===== src/pkg/suc_defines.svh =====
// register offsets, field positions, reset values and list opcodes of the sync/update bank
`ifndef SUC_DEFINES_SVH
`define SUC_DEFINES_SVH

`define SUC_ADDR_W          12
`define SUC_DATA_W          8
`define SUC_OFS_SYSTEM      12'h230
`define SUC_OFS_UPDATE      12'h232
`define SUC_OFS_SEG_FIRST   12'ha00
`define SUC_OFS_SEG_LAST    12'ha16
`define SUC_SEG_COUNT       23
`define SUC_SEG_IDX_W       5

`define SUC_BIT_NO_RUNT     3
`define SUC_BIT_ALIGN_PD    2
`define SUC_BIT_DREF_PD     1
`define SUC_BIT_SOFT_ALIGN  0
`define SUC_BIT_UPDATE      0
`define SUC_SYSTEM_MASK     8'h0f
`define SUC_SYSTEM_RESET    8'h00

`define SUC_OP_APPLY        8'h80
`define SUC_OP_END          8'hff

`endif


===== src/pkg/suc_pkg.sv =====
// types shared by the sync/update register bank
`default_nettype none
package suc_pkg;

    // meaning of one entry of the eeprom segment list
    typedef enum logic [1:0] {
        SUC_SEG_RANGE,
        SUC_SEG_APPLY,
        SUC_SEG_END
    } suc_seg_kind_t;

    // control levels handed to the clock distribution section
    typedef struct packed {
        logic no_runt;
        logic align_pd;
        logic dref_pd;
        logic align_hold;
    } suc_sys_ctl_t;

    // register write/read request from the serial port engine
    typedef struct packed {
        logic        wr;
        logic [11:0] addr;
        logic [7:0]  wdata;
    } suc_req_t;

endpackage : suc_pkg
`default_nettype wire


===== src/rtl/suc_regs.sv =====
// system control, update and eeprom segment list registers of the clock generator
// Operation
// - system bit 3 at 1 disables anti-runt circuitry in power-on alignment; default enabled
// - system bit 2 at 1 powers down the output alignment function
// - system bit 1 at 1 powers down the distribution reference
// - soft align bit: 1 holds channels static, 1-to-0 triggers alignment
// - writing 1 to update bit copies buffer registers into active registers
// - update bit clears itself after the transfer
// - 23 segment registers hold start addresses and byte counts for the eeprom
// - segment entries also carry apply and end-of-data opcodes
// - reset list transfers all registers then applies the buffered registers
`include "suc_defines.svh"
`default_nettype none
module suc_regs (
    input  wire logic                      clock,
    input  wire logic                      resetn,
    input  wire suc_pkg::suc_req_t         req,
    output logic [`SUC_DATA_W-1:0]         rdata,
    output suc_pkg::suc_sys_ctl_t          sys_ctl,
    output logic                           align_req,
    output logic                           apply_pulse,
    input  wire logic [`SUC_SEG_IDX_W-1:0] seg_idx,
    output logic [`SUC_DATA_W-1:0]         seg_data,
    output suc_pkg::suc_seg_kind_t         seg_kind
);

    // reset content of the segment list: seven ranges as (count, addr hi, addr lo),
    // then apply, then end; the counts cover every register of the device
    function automatic logic [7:0] seg_default(input int idx);
        logic [7:0] v;
        v = 8'h00;
        case (idx)
            0:  v = 8'h05;
            1:  v = 8'h00;
            2:  v = 8'h00;
            3:  v = 8'h1c;
            4:  v = 8'h00;
            5:  v = 8'h10;
            6:  v = 8'h10;
            7:  v = 8'h00;
            8:  v = 8'hf0;
            9:  v = 8'h04;
            10: v = 8'h01;
            11: v = 8'h40;
            12: v = 8'h0b;
            13: v = 8'h01;
            14: v = 8'h90;
            15: v = 8'h02;
            16: v = 8'h01;
            17: v = 8'he0;
            18: v = 8'h04;
            19: v = 8'h02;
            20: v = 8'h30;
            21: v = `SUC_OP_APPLY;
            22: v = `SUC_OP_END;
            default: v = 8'h00;
        endcase
        return v;
    endfunction : seg_default

    // classify one list byte; used only for the seg_kind output of the eeprom port
    function automatic suc_pkg::suc_seg_kind_t seg_decode(input logic [7:0] b);
        suc_pkg::suc_seg_kind_t k;
        k = suc_pkg::SUC_SEG_RANGE;
        if (b == `SUC_OP_APPLY) begin
            k = suc_pkg::SUC_SEG_APPLY;
        end else if (b == `SUC_OP_END) begin
            k = suc_pkg::SUC_SEG_END;
        end
        return k;
    endfunction : seg_decode

    // address decode of the segment window
    function automatic logic seg_hit(input logic [11:0] a);
        return (a >= `SUC_OFS_SEG_FIRST) && (a <= `SUC_OFS_SEG_LAST);
    endfunction : seg_hit

    logic [7:0] sys_r,      sys_nxt;
    logic       upd_r,      upd_nxt;
    logic       areq_r,     areq_nxt;
    logic [7:0] rdata_r,    rdata_nxt;
    logic [7:0] seg_r   [`SUC_SEG_COUNT];
    logic [7:0] seg_nxt [`SUC_SEG_COUNT];
    logic [7:0] sdat_r,     sdat_nxt;
    logic [11:0] seg_ofs;

    assign seg_ofs = req.addr - `SUC_OFS_SEG_FIRST;

    // system register, update strobe and alignment edge
    always_comb begin
        sys_nxt = sys_r;
        if (req.wr && req.addr == `SUC_OFS_SYSTEM) begin
            sys_nxt = req.wdata & `SUC_SYSTEM_MASK;
        end
        // self-clearing: one cycle high per write of 1, nothing to write back
        upd_nxt = req.wr && req.addr == `SUC_OFS_UPDATE
                  && req.wdata[`SUC_BIT_UPDATE];
        // compare against the stored value so a rewrite of 0 gives no second request
        areq_nxt = sys_r[`SUC_BIT_SOFT_ALIGN] && !sys_nxt[`SUC_BIT_SOFT_ALIGN];
    end

    always_ff @(posedge clock) begin
        if (!resetn) begin
            sys_r  <= `SUC_SYSTEM_RESET;
            upd_r  <= 1'b0;
            areq_r <= 1'b0;
        end else begin
            sys_r  <= sys_nxt;
            upd_r  <= upd_nxt;
            areq_r <= areq_nxt;
        end
    end

    // segment list storage, one byte per entry
    // flip-flops rather than a ram: the list is short and must leave reset with its defaults
    genvar g;
    generate
        for (g = 0; g < `SUC_SEG_COUNT; g++) begin : g_seg
            always_comb begin
                seg_nxt[g] = seg_r[g];
                if (req.wr && seg_hit(req.addr) && seg_ofs == 12'(g)) begin
                    seg_nxt[g] = req.wdata;
                end
            end
            always_ff @(posedge clock) begin
                if (!resetn) begin
                    seg_r[g] <= seg_default(g);
                end else begin
                    seg_r[g] <= seg_nxt[g];
                end
            end
        end
    endgenerate

    // register read path and eeprom controller port; unmapped and update read as zero
    // read data lags the address by one edge, so the host keeps the address for one cycle
    always_comb begin
        rdata_nxt = 8'h00;
        if (req.addr == `SUC_OFS_SYSTEM) begin
            rdata_nxt = sys_r;
        end else if (seg_hit(req.addr)) begin
            rdata_nxt = seg_r[seg_ofs[4:0]];
        end
        sdat_nxt = 8'h00;
        if (seg_idx < 5'(`SUC_SEG_COUNT)) begin
            sdat_nxt = seg_r[seg_idx];
        end
    end

    always_ff @(posedge clock) begin
        if (!resetn) begin
            rdata_r <= 8'h00;
            sdat_r  <= 8'h00;
        end else begin
            rdata_r <= rdata_nxt;
            sdat_r  <= sdat_nxt;
        end
    end

    // outputs
    assign rdata              = rdata_r;
    assign seg_data           = sdat_r;
    assign seg_kind           = seg_decode(sdat_r);
    assign sys_ctl.no_runt    = sys_r[`SUC_BIT_NO_RUNT];
    assign sys_ctl.align_pd   = sys_r[`SUC_BIT_ALIGN_PD];
    assign sys_ctl.dref_pd    = sys_r[`SUC_BIT_DREF_PD];
    assign sys_ctl.align_hold = sys_r[`SUC_BIT_SOFT_ALIGN];
    assign align_req          = areq_r;
    assign apply_pulse        = upd_r;
endmodule : suc_regs
`default_nettype wire


===== config.mk =====
export PLATFORM = sky130hd
export DESIGN_NAME = suc_regs
export DESIGN_NICKNAME = d
export VERILOG_FILES = /design/src/pkg/suc_pkg.sv /design/src/rtl/suc_regs.sv
export VERILOG_INCLUDE_DIRS = /design/src /design/src/pkg
export SDC_FILE = /design/constraint.sdc
export NUM_CORES = 1
export LEC_CHECK = 0
export BUFFER_PORTS_ARGS = -buffer_cell sky130_fd_sc_hd__clkbuf_2
export CORE_ASPECT_RATIO = 0.7
export CORE_MARGIN = 1.5
export CORE_UTILIZATION = 48
export DETAILED_ROUTE_END_ITERATION = 7
export PLACE_DENSITY = 0.67
export SLEW_MARGIN = 15
export SYNTH_ARGS = -nofsm -noshare
export SYNTH_HDL_FRONTEND = slang
export SYNTH_SLANG_ARGS = --single-unit

===== constraint.sdc =====
create_clock -name clock -period 2.72 [get_ports clock]
set_clock_uncertainty 0.2 [all_clocks]
set_input_delay 0 -clock clock [delete_from_list [all_inputs] [get_ports clock]]
set_output_delay 0 -clock clock [all_outputs]
set_load 0.01 [all_outputs]

; ---- After elaboration in Yosys (flattened, before gate mapping)
; Memory sizes are Yosys's and may differ from the RTL's. A register that Yosys moved wholly into a read port is not among the register bits.
; Cells that the tools add are included.
[op_classes]
add_sub_neg = 1
n_lt_le_gt_ge = 3
eq_ne = 49
n_mux = 53
bitwise_logic = 25
reduce_logical = 57
[op_table]
columns = op, n
row1 = two-way mux 8 bit, 46
row2 = "equality test 12 x 4 -> 1 bit, second input constant", 8
row3 = "equality test 12 x 5 -> 1 bit, second input constant", 7
row4 = "equality test 12 x 3 -> 1 bit, second input constant", 4
row5 = AND reduction 2 bit, 24
row6 = logical AND 1 bit, 29
row7 = "equality test 12 x 10 -> 1 bit, second input constant", 2
row8 = "equality test 12 x 2 -> 1 bit, second input constant", 2
row9 = "inequality test 1 bit, second input constant", 23
row10 = OR 1 bit, 23
row11 = "equality test 8 bit, second input constant", 2
row12 = "equality test 12 x 1 -> 1 bit, second input constant", 1
row13 = ">= comparator 12 bit, second input constant", 1
row14 = "<= comparator 12 bit, second input constant", 1
row15 = zero test 12 bit, 1
row16 = "subtractor 12 bit, second input constant", 1
row17 = two-way mux 4 bit, 2
row18 = "less-than comparator 5 bit, second input constant", 1
row19 = two-way mux 2 bit, 2
row20 = two-way mux 1 bit, 3
row21 = OR reduction 3 bit, 1
row22 = zero test 1 bit, 2
row23 = NOT 1 bit, 2
[word_totals]
ff_bits = 14
ramBits = 184
input_bits = 28
out_inout_bits = 24
elab_cells = 195
memories = 1
[mem_list]
columns = name, words, word_bits, read_ports, rd_ports_with_merged_regs, write_ports, line
row1 = seg_r, 23, 8, 2, 1, 23, suc_regs.sv:82  ; logic [7:0] seg_r [`SUC_SEG_COUNT];

; ---- Longest topological paths before layout
; Gate-level depths: netlist of the first run.
[logic_depth]
depth_word = 7
mapped_depth = 9
depth_no_buf = 7

; ---- Worst setup path after synthesis of the first run
; No wires, ideal clock.
[synth_path]
kind = input to register
from = input req[18] (netlist bit)
to = memory seg_r[22][0], enable pin
setup_time_ps = 384
arrival_ps = 2056
required_ps = 2136
slack_ps = 80
stages = 7
n_path_buf = 1
path_cell_list = inv_1 > ha_1 > and3b_1 > nand4_1 > or4_1 > clkbuf_1 > o21ai_0
[synth_rtl]
columns = element, line
row1 = start: declaration, suc_regs.sv:17  ; input wire suc_pkg::suc_req_t req,
row2 = end: declaration, suc_regs.sv:82

==> impl_metrics.env, run 1 <==
export IMPL_status="completed"
export IMPL_drive_gt1_share_pct=26.4
export IMPL_drt_first_pass_iters=6
export IMPL_ys_seq_elements=206
export IMPL_grt_max_degree=41
export IMPL_areaGrowthSynthToFinish_pct=17.8
export IMPL_fin_area_mm2=0.0129
export IMPL_setup_viol=0
export IMPL_first_global_vias=8149
export IMPL_fp_dieArea_mm2=0.0238
export IMPL_final_antenna_net_count=0
export IMPL_switchingPower_mw=1.92
export IMPL_std_cell_rows=46
export IMPL_drv_cap=0
export IMPL_finalCritPeriodShare_pct=96.4
export IMPL_layout_min_cycle_time_ps=2620
export IMPL_crit_fanout=6
export IMPL_grt_pass1_wl_um=52800
export IMPL_finalPower_mw=7.51
export IMPL_drc_errors=0
export IMPL_tritoncts="yes"
export IMPL_hold_depth=4
export IMPL_numCtsBuffers=21
export IMPL_synth_edf_count=184
export IMPL_power_leakage_nw=4.49
export IMPL_clock_power_share_pct=38.2
export IMPL_clock_sinks=206
export IMPL_n_fill_cell=1877
export IMPL_worst_pin_slew_ps=902
export IMPL_cts_max_path_buffers=3
export IMPL_dieHeight_um=130
export IMPL_synth_ff_type="edfxtp_1"
export IMPL_vdd_drop_max_v=0.000522
export IMPL_grt_ovfl_total=0
export IMPL_antenna_found_initial=1
export IMPL_cts_clk_slew_worst_paths_ps=70
export IMPL_switching_share_pct=25.6
export IMPL_slew_headroom_pct=39.6
export IMPL_gp_congestion=0.952
export IMPL_placedCellCount=1261
export IMPL_clock_fmax_mhz=381
export IMPL_routed_wirelength_um=35500
export IMPL_vias_per_cell=6.49
export IMPL_cp_data_required_time_ps=2800
export IMPL_comb_power_share_pct=12.7
export IMPL_cp_start_kind="input port"
export IMPL_syn_nets=925
export IMPL_io_buffers=51
export IMPL_hp_class="input port to register"
export IMPL_synthCells=895
export IMPL_layout_commonest_cell="edfxtp_1"
export IMPL_core_area_mm2=0.0226
export IMPL_cts_root_buf="clkbuf_16"
export IMPL_io_pins=52
export IMPL_chipWidth_um=184
export IMPL_cp_arrival_ps=2700
export IMPL_internal_power_mw=5.59
export IMPL_crit_type="input port to register"
export IMPL_track_usage_pct=30.8
export IMPL_ys_warn_count=0
export IMPL_r2r_cells=5
export IMPL_drt_initial_drc_count=1349
export IMPL_avgSynthCellArea_um2=12.3
export IMPL_h_tree_depth=1
export IMPL_synthesis_area_mm2=0.0110
export IMPL_seq_area_frac_synth_pct=54.3
export IMPL_placed_cell_area_mm2=0.0119
export IMPL_ys_types=49
export IMPL_cellPowerDensity_mw_per_mm2=581
export IMPL_endpoint_kind="register"
export IMPL_via_count=8640
export IMPL_pwr_share_seq_pct=49.1
export IMPL_finalNonFillerCells=1331
export IMPL_multi_input_area_mm2=0.00468
export IMPL_routedWlPerCell_um=26.7
export IMPL_register_area_mm2=0.00597
export IMPL_clk_latency_ps=530
export IMPL_hpwl_um=25700
export IMPL_layout_common_cells="184 x edfxtp_1, 99 x nor2_1, 93 x nand2_1, 77 x buf_4"
export IMPL_utilization_pct=57.3
export IMPL_nets=1032
export IMPL_slew_violations=0
export IMPL_initial_core_util_pct=48.7
export IMPL_final_hold_violation_count=0
export IMPL_synthArstFlopShare_pct=0
worst paths after layout:
kind | from | slack [ps] | end
setup / recovery | req[18] | 100 | seg_r[3][3]
hold / removal | req[11] | 40 | seg_r[13][0]
setup reg to reg | seg_r[18][7] | 190 | seg_data[7]
hold reg to reg | sys_r[0] | 280 | align_req
per-layer routing:
layer	track usage, %	share of wire [%]	vias up
met5	0	0	-
met3	6.30	13	70
met1	46.6	42	4317
met4	9.35	3.0	0
met2	44.8	42	622
li1	-	-	3631
cell families after synthesis:
logic type | share of synthesized area [%]
AND/OR/NAND/NOR | 16.1
flip-flops | 54.3
multiplexers | 20.6
AO/OA/AOI/OAI | 5.39
buffers and inverters | 3.32
adder cells (fa/ha/maj) | 0.228
XOR/XNOR | 0.0798
Yosys cell counts (all sizes together), types with 2 or more instances:
library cell	instances	area (um^2)
nor3b	2	20.0
mux2	20	225
and3	12	75.1
mux2i	59	591
a21oi	3	18.8
or3	2	17.5
a31oi	11	68.8
ha	2	25.0
mux4	64	1440
o22ai	6	37.5
nand2b	13	81.3
dfxtp	22	440
nor3	69	360
and4	2	17.5
or4	4	30.0
a22o	5	43.8
o21ai	36	180
or2	8	50.1
buf	32	173
nand2	93	349
a22oi	10	75.1
nor2	100	375
nand3	22	110
nand4	11	68.8
and2	10	62.6
o211ai	12	90.1
nor2b	6	37.5
clkbuf	43	161
nor4	8	65.1
inv	8	30.0
a211oi	8	60.1
edfxtp	184	5530
what timing repair did:
action	in CTS	in global routing
hold endpoints to repair	98	0
resized for setup	0	6
setup buffers	0	0
hold buffers	30	0
endpoints found under the setup margin	0	7
through the flow:
step | setup WS, ps | hold WS [ps] | TNS (ps)
6_report | 96.8 | 42.9 | 0
5_1_grt | -3.11 | 59.8 | -3.11
4_1_cts | 7.97 | 23.0 | 0
3_5_place_dp | 187 | 122 | 0
3_3_place_gp | 208 | 114 | 0
2_1_floorplan | 79.5 | -75.8 | 0
area by class of cell:
type,instances,area share [%]
Inverter,8,0.232
Clock buffer,26,4.44
Multi-Input combinational cell,606,36.2
Clock inverter,12,0.726
Tap cell,312,3.02
Antenna cell,2,0.0387
Timing Repair Buffer,159,9.27
Sequential cell,206,46.1
power by group through the flow:
stage / Clock, mW / Combinational [mW] / Sequential, mW
5_1_grt: 2.99 / 0.996 / 3.70
2_1_floorplan: 0 / 0.553 / 3.71
3_5_place_dp: 0 / 0.899 / 3.75
3_3_place_gp: 0 / 0.891 / 3.74
6_report: 2.87 / 0.953 / 3.69
4_1_cts: 2.88 / 0.927 / 3.68
state kept, by name, summed over array words and instances (netlist names):
name / cells
seg_r: 184
apply_pulse: 1
align_req: 1
seg_data: 8
rdata: 8
sys_r: 4
critical path: stages:
cell	delay (ps)
dlygate4sd3_1	550
clkbuf_2	150
inv_1	60
ha_1	260
and3b_1	200
and4_2	320
nand3_1	200
nor3_2	290
nand2b_1	90
dlygate4sd3_1	560
No activity file was read; power rests on OpenSTA's default activity.
==> run 2: changes to the inputs <==
- PLACE_DENSITY: 0.67 -> 0.77
==> impl_metrics.env, run 2 (synthesis gave the netlist of run 1 again) <==
export IMPL_status="completed"
export IMPL_grt_ovfl_total=0
export IMPL_antenna_found_initial=3
export IMPL_vdd_drop_max_v=0.000450
export IMPL_endpoint_kind="register"
export IMPL_fp_dieArea_mm2=0.0238
export IMPL_final_hold_violation_count=0
export IMPL_finalCritPeriodShare_pct=95.6
export IMPL_dieHeight_um=130
export IMPL_areaGrowthSynthToFinish_pct=17.7
export IMPL_r2r_slack_ps=400
export IMPL_crit_type="input port to register"
export IMPL_slew_violations=0
export IMPL_track_usage_pct=30.1
export IMPL_io_pins=52
export IMPL_h_tree_depth=1
export IMPL_grt_max_degree=47
export IMPL_drt_first_pass_iters=5
export IMPL_layout_min_cycle_time_ps=2600
export IMPL_cts_max_path_buffers=3
export IMPL_routedWlPerCell_um=26.5
export IMPL_utilization_pct=57.3
export IMPL_nets=1030
export IMPL_layout_commonest_cell="edfxtp_1"
export IMPL_first_global_vias=8375
export IMPL_vias_per_cell=6.57
export IMPL_setup_viol=0
export IMPL_clock_sinks=206
export IMPL_initial_core_util_pct=48.7
export IMPL_n_fill_cell=1856
export IMPL_cp_start_kind="input port"
export IMPL_crit_fanout=8
export IMPL_drv_cap=0
export IMPL_hp_class="input port to register"
export IMPL_core_area_mm2=0.0226
export IMPL_diodes=0
export IMPL_drive_gt1_share_pct=25.7
export IMPL_gp_congestion=0.975
export IMPL_cts_clk_slew_worst_paths_ps=70
export IMPL_clk_latency_ps=510
export IMPL_drt_initial_drc_count=1294
export IMPL_numCtsBuffers=21
export IMPL_tritoncts="yes"
export IMPL_largest_register="seg_r"
export IMPL_fin_tns_setup_ps=0
export IMPL_cts_root_buf="clkbuf_16"
export IMPL_cellPowerDensity_mw_per_mm2=585
export IMPL_routed_wirelength_um=35100
export IMPL_worst_pin_slew_ps=749
export IMPL_hpwl_um=25100
export IMPL_slew_headroom_pct=50.0
export IMPL_largest_reg_flops=184
export IMPL_via_count=8715
export IMPL_layout_common_cells="184 x edfxtp_1, 99 x nor2_1, 91 x nand2_1, 72 x buf_4, 66 x nor3_1"
export IMPL_clock_fmax_mhz=385
export IMPL_rsz0062_at_grt="no"
export IMPL_drc_errors=0
export IMPL_final_antenna_net_count=0
export IMPL_chipWidth_um=184
export IMPL_power_leakage_nw=4.49
export IMPL_grt_pass1_wl_um=52100
export IMPL_io_buffers=51
export IMPL_std_cell_rows=46
export IMPL_cp_arrival_ps=2610
export IMPL_cp_data_required_time_ps=2730
==> run 2: cell types whose count changed in the layout (fill, tap and decap cells not counted), sizes merged <==
cell / delta
dlygate4sd3: +3
diode: -2
clkinvlp: +1
inv: +1
buf: -5
clkinv: -3
clkbuf: +1
==> run 2: path summary, 6_finish.rpt <==
kind                start          end  depth (start not counted)
max               req[18]  seg_r[2][0]                          9
min            seg_idx[1]  seg_data[4]                          3
max reg2reg  seg_r[18][5]  seg_data[5]                          6
min reg2reg      sys_r[0]    align_req                          2
==> run 2: final cells by class <==
| type | count | area, um^2 | area share (%) |
|---|---|---|---|
| Tap cell | 312 | 390 | 3.02 |
| Timing Repair Buffer | 157 | 1180 | 9.10 |
| Clock buffer | 27 | 589 | 4.56 |
| Clock inverter | 11 | 96.3 | 0.746 |
| Multi-Input combinational cell | 606 | 4670 | 36.2 |
| Inverter | 8 | 30.0 | 0.232 |
| Sequential cell | 206 | 5970 | 46.2 |
==> run 2: routing by layer <==
metal  track usage, %  routed length (um)  vias to the layer above
li1                 -                   -                     3632
met1             41.8               13500                     4288
met2             44.1               14900                      694
met3             11.1                5530                       97
met4             8.87                1120                        4
met5             1.80                  86                        -
==> run 2: critical path, cell delays in order <==
cell,delay [ps]
dlygate4sd3_1,550
clkbuf_2,150
nor3b_4,270
dlygate4sd3_1,590
nand4_1,180
nor3_2,290
buf_4,180
nand3_1,170
nand2_4,220
==> run 2: where the power goes <==
part | internal, mW | leakage [nW] | total (mW) | switching, mW
combinational | 0.396 | 2.20 | 0.955 | 0.559
clock | 1.64 | 0.338 | 2.91 | 1.27
sequential | 3.59 | 1.95 | 3.69 | 0.0988
total | 5.63 | 4.49 | 7.55 | 1.92
==> run 2: stage by stage <==
step	setup slack, ps	cell area, um^2	std cells	total power, mW	hold slack, ps
final	121	12900	1327	7.55	27.5
after detailed placement	230	11900	1255	4.63	120
after floorplan	79.5	11000	895	4.26	-75.8
after CTS	14.3	12900	1326	7.53	19.9
after global routing	9.16	12900	1327	7.74	12.5
after global placement	281	11900	1255	4.61	123
==> run 2: timing repair <==
item | CTS | global route
hold endpoints to repair | 124 | 0
buffers inserted | 0 | 1
setup endpoints to repair | 0 | 62
resized for setup | 0 | 6
hold buffers | 33 | 0
